$ cat src/logic/bpc_regs.svh
`ifndef BPC_REGS_SVH
`define BPC_REGS_SVH

// ==========================================
// Register byte offsets
`define BPC_OFS_CTRL      4'h0
`define BPC_OFS_PWRUP     4'h4
`define BPC_OFS_DELAY     4'h8
`define BPC_OFS_STATUS    4'hc

// ==========================================
// Control register fields
`define BPC_CTRL_MODE_LO  0
`define BPC_CTRL_MODE_HI  1
`define BPC_CTRL_OE_REG   2
`define BPC_CTRL_OPEN_DR  3
`define BPC_CTRL_PRESET   4
`define BPC_CTRL_APPLY    8
`define BPC_CTRL_RST      5'h00
`define BPC_CTRL_CODE_OUT   2'h1
`define BPC_CTRL_CODE_BIDIR 2'h2

// ==========================================
// Start level fields, one bit per cell register
`define BPC_REG_IN        0
`define BPC_REG_OUT       1
`define BPC_REG_OE        2
`define BPC_PWRUP_RST     3'h0
`define BPC_CELL_REGS     3

// ==========================================
// Delay register fields
`define BPC_DLY_A_LO      0
`define BPC_DLY_B_LO      8
`define BPC_DLY_RST       4'h0

// ==========================================
// Status register fields
`define BPC_ST_IN         0
`define BPC_ST_OUT        1
`define BPC_ST_OE         2
`define BPC_ST_IN_BLOCKED 3
`define BPC_ST_MISMATCH   4
`define BPC_ST_PIN        5
`define BPC_ST_CONFIGURED 6

`endif

$ cat src/logic/bpc_pkg.sv
package bpc_pkg;
	typedef enum logic [1:0]
	{
		BPC_MODE_IN,
		BPC_MODE_OUT,
		BPC_MODE_BIDIR
	} bpc_mode_t;
endpackage

$ cat src/logic/bpc_pin_io_cell.sv
`include "bpc_regs.svh"

module bpc_pin_io_cell #(
	parameter int DLY_W = 4
) (
	input  wire logic                  clock_i,
	input  wire logic                  resetn_i,
	input  wire logic                  clk_en_i,
	// Avalon-MM slave
	input  wire logic [3:0]            avs_address_i,
	input  wire logic                  avs_read_i,
	input  wire logic                  avs_write_i,
	input  wire logic [31:0]           avs_writedata_i,
	input  wire logic [3:0]            avs_byteenable_i,
	output logic      [31:0]           avs_readdata_o,
	output logic                       avs_waitrequest_o,
	// Fabric side
	input  wire logic                  fab_dout_i,
	input  wire logic                  fab_oe_i,
	input  wire logic                  fab_aclr_i,
	input  wire logic                  fab_sreset_i,
	output logic                       fab_din_o,
	output logic                       fab_comb_a_o,
	output logic                       fab_comb_b_o,
	output bpc_pkg::bpc_mode_t         mode_o,
	// Pin side
	input  wire logic                  pin_i,
	output logic                       pin_o,
	output logic                       pin_oe_o
);
	import bpc_pkg::*;

	localparam int DLY_MAX = (1 << DLY_W) - 1;

	// ==========================================
	// Declarations
	logic                  wait_q;
	logic [31:0]           rdata_q;
	logic                  req;
	logic                  wr_fire;
	logic [31:0]           rd_mux;
	logic                  wr_ctrl_lo;
	logic                  wr_ctrl_hi;
	logic                  wr_pwrup;
	logic                  wr_delay;

	bpc_mode_t             mode_q;
	logic                  oe_reg_q;
	logic                  open_dr_q;
	logic                  preset_q;
	logic                  apply_q;
	logic                  configured_q;
	logic [2:0]            pwrup_q;
	logic [DLY_W-1:0]      dly_a_q;
	logic [DLY_W-1:0]      dly_b_q;

	logic                  pin_meta_q;
	logic                  pin_sync_q;
	logic [DLY_MAX-1:0]    hist_q;
	logic                  path_a;
	logic                  path_b;
	logic                  comb_a_q;
	logic                  comb_b_q;

	logic [2:0]            cell_q;
	logic [2:0]            cell_d;
	logic [2:0]            cell_load;
	logic [2:0]            acl_hit;
	logic                  in_blocked;
	logic                  mismatch;
	logic                  eff_oe;
	logic                  pin_o_q;
	logic                  pin_oe_q;

	// ==========================================
	// Avalon-MM slave: one wait cycle, then the answer
	assign req     = avs_read_i | avs_write_i;
	assign wr_fire = avs_write_i & ~wait_q;

	// Write strobes, each live only on the completing edge
	assign wr_ctrl_lo = wr_fire & (avs_address_i == `BPC_OFS_CTRL) &
		avs_byteenable_i[0];
	assign wr_ctrl_hi = wr_fire & (avs_address_i == `BPC_OFS_CTRL) &
		avs_byteenable_i[1];
	assign wr_pwrup   = wr_fire & (avs_address_i == `BPC_OFS_PWRUP) &
		avs_byteenable_i[0];
	assign wr_delay   = wr_fire & (avs_address_i == `BPC_OFS_DELAY);

	always_ff @(posedge clock_i or negedge resetn_i)
	begin
		if (!resetn_i)
			wait_q <= 1'b1;
		else if (clk_en_i)
			wait_q <= ~(req & wait_q);
	end

	// Unmapped addresses answer too, so a stray access cannot hang
	always_comb
	begin
		rd_mux = 32'h0000_0000;
		case (avs_address_i)
			`BPC_OFS_CTRL:
			begin
				rd_mux[`BPC_CTRL_MODE_HI:`BPC_CTRL_MODE_LO] = mode_q;
				rd_mux[`BPC_CTRL_OE_REG]  = oe_reg_q;
				rd_mux[`BPC_CTRL_OPEN_DR] = open_dr_q;
				rd_mux[`BPC_CTRL_PRESET]  = preset_q;
			end
			`BPC_OFS_PWRUP:
				rd_mux[`BPC_REG_OE:`BPC_REG_IN] = pwrup_q;
			`BPC_OFS_DELAY:
			begin
				rd_mux[`BPC_DLY_A_LO +: DLY_W] = dly_a_q;
				rd_mux[`BPC_DLY_B_LO +: DLY_W] = dly_b_q;
			end
			`BPC_OFS_STATUS:
			begin
				rd_mux[`BPC_ST_IN]         = cell_q[`BPC_REG_IN];
				rd_mux[`BPC_ST_OUT]        = cell_q[`BPC_REG_OUT];
				rd_mux[`BPC_ST_OE]         = cell_q[`BPC_REG_OE];
				rd_mux[`BPC_ST_IN_BLOCKED] = in_blocked;
				rd_mux[`BPC_ST_MISMATCH]   = mismatch;
				rd_mux[`BPC_ST_PIN]        = pin_sync_q;
				rd_mux[`BPC_ST_CONFIGURED] = configured_q;
			end
			default:
				rd_mux = 32'h0000_0000;
		endcase
	end

	// Read data is caught one edge early and held while waitrequest is low
	always_ff @(posedge clock_i or negedge resetn_i)
	begin
		if (!resetn_i)
			rdata_q <= 32'h0000_0000;
		else if (clk_en_i && avs_read_i && wait_q)
			rdata_q <= rd_mux;
	end

	// ==========================================
	// Configuration registers
	always_ff @(posedge clock_i or negedge resetn_i)
	begin
		if (!resetn_i)
		begin
			mode_q    <= BPC_MODE_IN;
			oe_reg_q  <= 1'b0;
			open_dr_q <= 1'b0;
			preset_q  <= 1'b0;
		end
		else if (clk_en_i && wr_ctrl_lo)
		begin
			// Code 3 is reserved and falls back to input, the safe state
			case (avs_writedata_i[`BPC_CTRL_MODE_HI:`BPC_CTRL_MODE_LO])
				`BPC_CTRL_CODE_OUT:   mode_q <= BPC_MODE_OUT;
				`BPC_CTRL_CODE_BIDIR: mode_q <= BPC_MODE_BIDIR;
				default:              mode_q <= BPC_MODE_IN;
			endcase
			oe_reg_q  <= avs_writedata_i[`BPC_CTRL_OE_REG];
			open_dr_q <= avs_writedata_i[`BPC_CTRL_OPEN_DR];
			preset_q  <= avs_writedata_i[`BPC_CTRL_PRESET];
		end
	end

	// Apply strobe marks the end of configuration
	always_ff @(posedge clock_i or negedge resetn_i)
	begin
		if (!resetn_i)
		begin
			apply_q      <= 1'b0;
			configured_q <= 1'b0;
		end
		else if (clk_en_i)
		begin
			apply_q <= wr_ctrl_hi & avs_writedata_i[`BPC_CTRL_APPLY];
			if (apply_q)
				configured_q <= 1'b1;
		end
	end

	always_ff @(posedge clock_i or negedge resetn_i)
	begin
		if (!resetn_i)
			pwrup_q <= `BPC_PWRUP_RST;
		else if (clk_en_i && wr_pwrup)
			pwrup_q <= avs_writedata_i[`BPC_REG_OE:`BPC_REG_IN];
	end

	always_ff @(posedge clock_i or negedge resetn_i)
	begin
		if (!resetn_i)
		begin
			dly_a_q <= `BPC_DLY_RST;
			dly_b_q <= `BPC_DLY_RST;
		end
		else if (clk_en_i && wr_delay)
		begin
			if (avs_byteenable_i[0])
				dly_a_q <= avs_writedata_i[`BPC_DLY_A_LO +: DLY_W];
			if (avs_byteenable_i[1])
				dly_b_q <= avs_writedata_i[`BPC_DLY_B_LO +: DLY_W];
		end
	end

	// ==========================================
	// Pin input: two-stage synchroniser, then the delay line
	always_ff @(posedge clock_i or negedge resetn_i)
	begin
		if (!resetn_i)
		begin
			pin_meta_q <= 1'b0;
			pin_sync_q <= 1'b0;
		end
		else if (clk_en_i)
		begin
			pin_meta_q <= pin_i;
			pin_sync_q <= pin_meta_q;
		end
	end

	// Delays are whole clock cycles; finer steps would need the analog chain
	always_ff @(posedge clock_i or negedge resetn_i)
	begin
		if (!resetn_i)
			hist_q <= '0;
		else if (clk_en_i)
			hist_q <= {hist_q[DLY_MAX-2:0], pin_sync_q};
	end

	// Delay zero taps the synchroniser, the shortest safe latency
	assign path_a = (dly_a_q == '0) ? pin_sync_q :
		hist_q[dly_a_q - DLY_W'(1)];
	assign path_b = (dly_b_q == '0) ? pin_sync_q :
		hist_q[dly_b_q - DLY_W'(1)];

	always_ff @(posedge clock_i or negedge resetn_i)
	begin
		if (!resetn_i)
		begin
			comb_a_q <= 1'b0;
			comb_b_q <= 1'b0;
		end
		else if (clk_en_i)
		begin
			comb_a_q <= path_a & (mode_q != BPC_MODE_OUT);
			comb_b_q <= path_b & (mode_q != BPC_MODE_OUT);
		end
	end

	// ==========================================
	// Cell registers: input, output, output enable
	// Unequal taps would offer the input register two samples
	assign in_blocked = (dly_a_q != dly_b_q);

	assign cell_d[`BPC_REG_IN]     = pin_sync_q;
	assign cell_d[`BPC_REG_OUT]    = fab_dout_i;
	assign cell_d[`BPC_REG_OE]     = fab_oe_i;

	assign cell_load[`BPC_REG_IN]  = (mode_q != BPC_MODE_OUT) &
		~in_blocked;
	assign cell_load[`BPC_REG_OUT] = (mode_q != BPC_MODE_IN);
	assign cell_load[`BPC_REG_OE]  = (mode_q == BPC_MODE_BIDIR) &
		oe_reg_q;

	// A start level that disagrees with the chosen kind ignores the clear
	assign mismatch = |(pwrup_q ^ {`BPC_CELL_REGS{preset_q}});

	// One slice per cell register, all fed by the same clear source
	genvar gi;
	generate
		for (gi = 0; gi < `BPC_CELL_REGS; gi++)
		begin : g_cell
			// Preset hits only high starters, clear only low ones
			assign acl_hit[gi] = fab_aclr_i &
				(pwrup_q[gi] == preset_q);

			always_ff @(posedge clock_i or negedge resetn_i)
			begin
				if (!resetn_i)
					cell_q[gi] <= 1'b0;
				else if (clk_en_i)
				begin
					// Apply outranks the rest so the start level lands
					if (apply_q)
						cell_q[gi] <= pwrup_q[gi];
					else if (acl_hit[gi])
						cell_q[gi] <= preset_q;
					else if (fab_sreset_i)
						cell_q[gi] <= pwrup_q[gi];
					else if (cell_load[gi])
						cell_q[gi] <= cell_d[gi];
				end
			end
		end
	endgenerate

	// ==========================================
	// Pin driver
	// Output mode drives without asking the fabric; input never drives
	always_comb
	begin
		case (mode_q)
			BPC_MODE_OUT:   eff_oe = 1'b1;
			BPC_MODE_BIDIR: eff_oe = oe_reg_q ?
				cell_q[`BPC_REG_OE] : fab_oe_i;
			default:        eff_oe = 1'b0;
		endcase
	end

	always_ff @(posedge clock_i or negedge resetn_i)
	begin
		if (!resetn_i)
		begin
			pin_o_q  <= 1'b0;
			pin_oe_q <= 1'b0;
		end
		else if (clk_en_i)
		begin
			// A released open-drain pin relies on a pull-up on the board
			if (open_dr_q)
			begin
				// Only a low is ever driven so others may share the wire
				pin_o_q  <= 1'b0;
				pin_oe_q <= eff_oe & ~cell_q[`BPC_REG_OUT];
			end
			else
			begin
				pin_o_q  <= cell_q[`BPC_REG_OUT];
				pin_oe_q <= eff_oe;
			end
		end
	end

	// ==========================================
	// Outputs
	assign avs_readdata_o    = rdata_q;
	assign avs_waitrequest_o = wait_q;
	assign fab_din_o         = cell_q[`BPC_REG_IN];
	assign fab_comb_a_o      = comb_a_q;
	assign fab_comb_b_o      = comb_b_q;
	assign mode_o            = mode_q;
	assign pin_o             = pin_o_q;
	assign pin_oe_o          = pin_oe_q;
endmodule

$ cat config.mk
export PLATFORM = sky130hd
export DESIGN_NAME = bpc_pin_io_cell
export DESIGN_NICKNAME = d
export VERILOG_FILES = /design/src/logic/bpc_pkg.sv /design/src/logic/bpc_pin_io_cell.sv
export VERILOG_INCLUDE_DIRS = /design/src /design/src/logic
export SDC_FILE = /design/constraint.sdc
export NUM_CORES = 1
export LEC_CHECK = 0
export ABC_AREA = 1
export BUFFER_PORTS_ARGS = -buffer_cell sky130_fd_sc_hd__buf_4
export CORE_MARGIN = 8
export CORE_UTILIZATION = 40
export CTS_BUF_LIST = sky130_fd_sc_hd__clkbuf_16
export CTS_CLUSTER_DIAMETER = 80
export DETAILED_ROUTE_END_ITERATION = 12
export GPL_ROUTABILITY_DRIVEN = 1
export HOLD_SLACK_MARGIN = 0.1
export SLEW_MARGIN = 30
export SYNTH_ARGS = -nofsm -noshare
export SYNTH_HDL_FRONTEND = slang
export SYNTH_SLANG_ARGS = --single-unit
$ cat constraint.sdc
create_clock -name clock_i -period 1.9 [get_ports clock_i]
set_input_delay 0.19 -clock clock_i [delete_from_list [all_inputs] [get_ports clock_i]]
set_output_delay 0.19 -clock clock_i [all_outputs]
set_load 0.05 [all_outputs]
==> metrics, run 1 <==
WP data required=between 2000 and 2500 ps; hold buffers post-CTS=1; port bufs=43; Hold WC Path Type=primary input to flop; Starting Density=41.0%; Post-Syn Area=3130 um^2; Fill cells=815; top cells by area, synth=dfrtp_1, nand2_1, o21ai_0; Final #Nets=~530; Clock transition at path regs=70 ps; Max-cap violations=0; Main synth FF type=dfrtp_1; overall power=0.00328 W; Async S/R FF share, synth=100%; Clock Tree Root=clkbuf_16; drt first pass iters=4; Die X=105 um; Cells after Synth=between 400 and 500; CTS-repair resized insts=0; Final Max Tran Viols=0; Seq cells post-synth=54; # IOs=90; post-synth top area share=a little over two fifths; DRC Markers=0; most common cell in the synthesized netlist=nand2_1; syn_area_per_cell=between 7 and 8 um^2; first-pass GRT wire length=13600 um; Max-Slew Margin vs Limit=approximately 55%; CP Class=flop to flop; maximum clock frequency=635 MHz; Sinks on Clock Net=54; H-tree depth=2; worst slack, placed=between 300 and 400 ps; Seq/Total Area, Yosys=43.2%; Final Cycle Share=82.9%; maximum VDD drop=~410 uV; Clock Skew=around 4.4 ps; WL/cell=13.6 um; post-layout util=47.9%; maximum fanout along the worst path=5; Post-synth EDFFs=0; status=finished, final reports clean; final setup margin=326 ps; Pleak=approximately 1.9 nW; drt initial violations=209; Final setup violation count=0; P&R area growth vs syn=17.0%; setup repair bufs after CTS=0; Final min period=1570 ps; GRT overflow=0; YS warnings=0; Die Y=105 um; initial antenna violation count=0; share of cells above drive strength 1=13.1%; Commonest cells post-synth=nand2_1, inv_1, dfrtp_1; row cnt=32; full die area=10900 um^2; Core Region=7650 um^2; number of global-route vias before repair=roughly 2700; Vias=2778; clk_lat worst skew=290 ps; DP HPWL=just over 6000 um; CP Capture Type=flop; Slew @ Worst Pin=680 ps; routability cong.=just over 0.8; CTS tree=built; startpoint types=flop; pwr dens=895 nW/um^2; Worst Path Arrival=1760 ps; vias per cell=approximately 4.8; Cell variety after synth=30; TritonCTS Buffers=5; Routed WL=7840 um; TNS Setup=0 ps; area leader, netlist=dfrtp_1; DRT antenna net count=0; final hold violation count=0; number of antenna diodes=0; largest net degree at the start of global routing=55; RSZ-0062 raised after global routing=no; Total GRT Usage=between 10 and 15%; clock tree buffer depth=2
-- final timing paths --
check | from | to | slack (ps) | cells after the start
max | dly_b_q[1] | fab_comb_b_o | 330 | 10
min | pin_i | pin_meta_q | 100 | 3
max reg2reg | dly_b_q[1] | fab_comb_b_o | 330 | 10
min reg2reg | open_dr_q | pin_o | 470 | 1
max in group asynchronous | resetn_i | hist_q[14] | 970 | 2
min in group asynchronous | resetn_i | avs_readdata_o[11] | 480 | 2
-- metrics by stage --
step | std cells | hold slack (ps) | cell area, um^2
global route | 577 | 111 | 3670
CTS | 577 | 103 | 3670
finish | 577 | 101 | 3670
global placement | 568 | 282 | 3510
floorplan | 447 | -106 | 3210
detailed placement | 568 | 286 | 3510
-- placed cells by master, fill, tap and decap left out, drive strengths merged, types with 2 or more instances in the layout --
| cell | instances |
|---|---|
| o31ai | 3 |
| xor2 | 4 |
| a21oi | 10 |
| nand3 | 42 |
| xnor2 | 2 |
| clkinv | 2 |
| nand2 | 135 |
| nand4 | 2 |
| ha | 7 |
| o21ai | 44 |
| clkbuf | 5 |
| o211ai | 4 |
| nor2 | 20 |
| conb | 21 |
| nor3 | 3 |
| dfrtp | 53 |
| buf | 50 |
| inv | 57 |
| a31oi | 2 |
-- flip-flops by register name (all words and copies together) (netlist names) --
name,cells
mode_o,2
cell_q,2
preset_q,1
dly_a_q,4
pin_o,1
hist_q,15
avs_waitrequest_o,1
pin_meta_q,1
avs_readdata_o,11
oe_reg_q,1
configured_q,1
fab_comb_a_o,1
fab_din_o,1
dly_b_q,4
apply_q,1
fab_comb_b_o,1
pwrup_q,3
pin_oe_o,1
open_dr_q,1
pin_sync_q,1
-- metal layers --
layer	wire length [um]	GRT usage [%]	up-vias	part of all wire, %
met3	492	4.03	6	6.3
met5	0	0	-	0
met4	61	3.93	0	0.78
met2	3440	22.5	81	44
met1	3850	20.5	1285	49
li1	-	-	1406	-
-- area by class of cell --
type                            count  area, um^2  share of cell area, %
Clock inverter                      3        25.0                  0.683
Multi-Input combinational cell    305        1440                   39.2
Inverter                           57         214                   5.84
Clock buffer                        5         125                   3.41
Sequential cell                    54        1350                   36.9
Timing Repair Buffer               51         385                   10.5
Tap cell                          102         128                   3.48
-- cells by family after synthesis --
logic type | Yosys count | synth area share (%)
DFF | 54 | 43.2
adders and majority gates | 7 | 2.79
buffers and inverters | 88 | 13.4
xor gates and xnor gates | 6 | 1.68
and+or+nand+nor | 204 | 27.2
other | 1 | 0.120
AOI/OAI and AO/OA | 67 | 11.7
-- where the power goes --
part,internal (W),total (W),switching (W)
Sequential,0.00129,0.00141,0.000126
Clock,0.000496,0.000933,0.000437
Combinational,0.000290,0.000932,0.000643
-- critical path, stage by stage, from the launching register on --
cell	delay, ps
dfrtp_1	400
inv_1	110
ha_1	360
inv_1	150
nand3_1	90
nand3_1	90
nand3_1	60
nand2_1	60
nand2_1	40
nand2_1	50
nand2_1	40
No activity file was read; power rests on OpenSTA's default activity.
==> inputs of run 2 (changes only) <==
ABC_AREA = 0   (was 1)
clock period = 1.6 ns   (was 1.9 ns; I/O delays follow)
==> metrics, run 2 <==
most common cell in the synthesized netlist=dfrtp_1; startpoint types=flop; maximum clock frequency=585 MHz (-7.9%); drt first pass iters=4 (unchanged); Worst Setup EP=fab_comb_b_o; Crit Reg-Reg Endpoint=fab_comb_b_o; final hold violation count=0 (unchanged); H-tree depth=2 (unchanged); Largest Register=hist_q; Clock transition at path regs=70 ps (about the same); CP max stage delay=470 ps (+70 ps); number of antenna diodes=0 (unchanged); Seq/Total Area, Yosys=43.2% (+0.052 points); Final Cycle Share=107% (+24 points); most frequent cells in the layout=buf_4, dfrtp_1, nand2_1; final setup margin=-110 ps (-436 ps); Starting Density=40.9% (-0.049 points); Die X=104 um (about the same); Post-Synth Simple-Gate Area=12.7% (-15 points); CTS tree=built; mux share of post-synthesis cell area=17.7% (+18 points); full die area=10900 um^2 (-0.11%); first-pass GRT wire length=12400 um (-8.7%); Commonest cells post-synth=dfrtp_1, nand2_1, buf_4; top cells by area, synth=dfrtp_1, mux2_2, buf_4; Post-Syn Area=3130 um^2 (-0.12%); XOR/XNOR Fraction of Synth Area=3.32% (+1.6 points); largest net degree at the start of global routing=55 (unchanged); area leader, netlist=dfrtp_1; Fill cells=701 (-14%); row cnt=32 (unchanged); RSZ-0062 raised after global routing=yes; synthesized-area fraction occupied by adder cells=2.80% (+0.0034 points); Vias=2332 (-16%); post-route insts no fill=453 (-21%); Routed WL=7240 um (-7.6%); GRT overflow=0 (unchanged); share of cells above drive strength 1=37.3% (+24 points); post-layout util=51.4% (+3.5 points); P&R area growth vs syn=25.7%; DRT antenna net count=0 (unchanged); pwr dens=1180 nW/um^2 (+31%); Max-cap violations=0 (unchanged); routability cong.=0.858 (+5.2%); YS warnings=0 (unchanged); Seq cells post-synth=54 (unchanged); Worst Path Buf+Inv=1 (-1); Total GRT Usage=13.8% (-1.1 points); WP data required=1800 ps (-290 ps); Hold WC Path Type=primary input to flop; TritonCTS Buffers=5 (unchanged); Clock Skew=6.90 ps (+2.54 ps); # IOs=90 (unchanged); Main synth FF type=dfrtp_1; # placed instances=439 (-23%); crit path cell chain=inv_6 -> ha_4 -> mux2i_1 -> mux4_2 -> nand2_2 -> o21ai_2 -> o31ai_2; number of global-route vias before repair=2475 (-9.2%); WL/cell=16.0 um (+18%); commonest non-fill, non-tap cell in the layout=buf_4; critical path's slowest cell=mux4_2; maximum fanout along the worst path=6 (+1); max reg flops=15 (unchanged); cell family with most CP delay=multiplexers; vias per cell=5.15 (+6.9%); initial antenna violation count=0 (unchanged); DP HPWL=5510 um (-9.2%); CP Launch Point=dly_b_q[0]; Worst Path Arrival=1910 ps (+150 ps); Async S/R FF share, synth=100% (unchanged); Pleak=1.85 nW (-2.6%); Core Region=7650 um^2 (unchanged); Clock Tree Root=clkbuf_16; setup slack, reg-to-reg=-110 ps (-440 ps); Crit path depth=7 (-3); maximum VDD drop=458 uV (+13%); Final #Nets=407 (-23%); failing checks=setup timing; clk_lat worst skew=290 ps (about the same); Final Max Tran Viols=0 (unchanged); main combinational cell family by area after synthesis=multiplexers; CP Class=flop to flop; Post-synth EDFFs=0 (unchanged); Cell variety after synth=56 (+87%); DRC Markers=0 (unchanged); status=finished, violations left; post-synth top area share=42.4% (+0.051 points); port bufs=43 (unchanged); Synth Area in Compound Gates=11.4% (-0.31 points); Final min period=1710 ps (+136 ps); drt initial violations=82 (-61%); RR Startpoint=dly_b_q[0]; r2r worst-path depth=7 (-3); Cells after Synth=282 (-34%); Max-Slew Margin vs Limit=54.6% (-0.060 points); clock tree buffer depth=2 (unchanged); syn_area_per_cell=11.1 um^2 (+51%); CP Capture Type=flop; Die Y=104 um (about the same); setup repair bufs after CTS=0 (unchanged); Final setup violation count=3 (+3); Sinks on Clock Net=54 (unchanged); Slew @ Worst Pin=681 ps (+0.907 ps)
## run 2: changes by cell type in the layout (fill, tap and decap cells not counted), sizes merged, moves of 4 or more
cell,change
inv,-45
nand2,-108
mux2i,+4
nor2,-9
nand3,-39
o21ai,-25
dlygate4sd3,+5
a22o,+8
mux4,+7
mux2,+31
buf,+20
## run 2: kinds of logic after synthesis
group / after synthesis
other: 1
buffers and inverters: 46
AOI/OAI and AO/OA: 53
and+or+nand+nor: 68
DFF: 54
muxes: 42
adders and majority gates: 7
xor gates and xnor gates: 11
## run 2: how the worst min path moves through the flow
stage	startpoint	end	slack, ps	cells past startpoint
after global routing	avs_writedata_i[1]	dly_a_q[1]	120	3
after CTS	avs_writedata_i[1]	dly_a_q[1]	110	3
after detailed placement	resetn_i	pin_oe_o	260	1
final	avs_writedata_i[2]	oe_reg_q	110	2
after floorplan	resetn_i	apply_q	-140	0
after global placement	resetn_i	preset_q	250	1
## run 2: layout make-up
type	instances	area [um^2]	area share (%)
clock inverters	3	43.8	1.11
repair buffers	76	598	15.2
flip-flops and latches	54	1360	34.5
clock buffers	5	125	3.18
multi-input cells	202	1630	41.5
inverters	11	48.8	1.24
well taps	102	128	3.24
## run 2: through the flow
step / setup slack (ps) / area, um^2 / power (W) / TNS (ps) / hold slack [ps]
after global routing: -156 / 3930 / 0.00487 / -350 / 122
final: -110 / 3930 / 0.00462 / -142 / 113
after floorplan: -190 / 3260 / 0.00294 / -190 / -136
after detailed placement: -149 / 3680 / 0.00337 / -323 / 258
after global placement: -144 / 3680 / 0.00334 / -239 / 248
after CTS: -109 / 3910 / 0.00463 / -168 / 106
## run 2: timing repair
item | CTS | global route
hold buffers | 6 | 0
pin swaps | 4 | 3
endpoints found under the setup margin | 3 | 3
resized for setup | 4 | 5
endpoints found under the hold margin | 58 | 0
## run 2: metal layers
metal | global-route usage [%] | part of all wire, % | wire length (um)
met5 | 0 | 0 | 0
met4 | 2.79 | 0.62 | 45
met3 | 4.28 | 7.3 | 532
met2 | 23.1 | 50 | 3620
met1 | 16.9 | 42 | 3040
## run 2: report_power, final
part	leakage (nW)	switching, W	internal, W	total, W
Sequential	0.673	0.000267	0.00163	0.00190
Clock	0.0842	0.000500	0.000742	0.00124
Combinational	1.10	0.000747	0.000738	0.00149
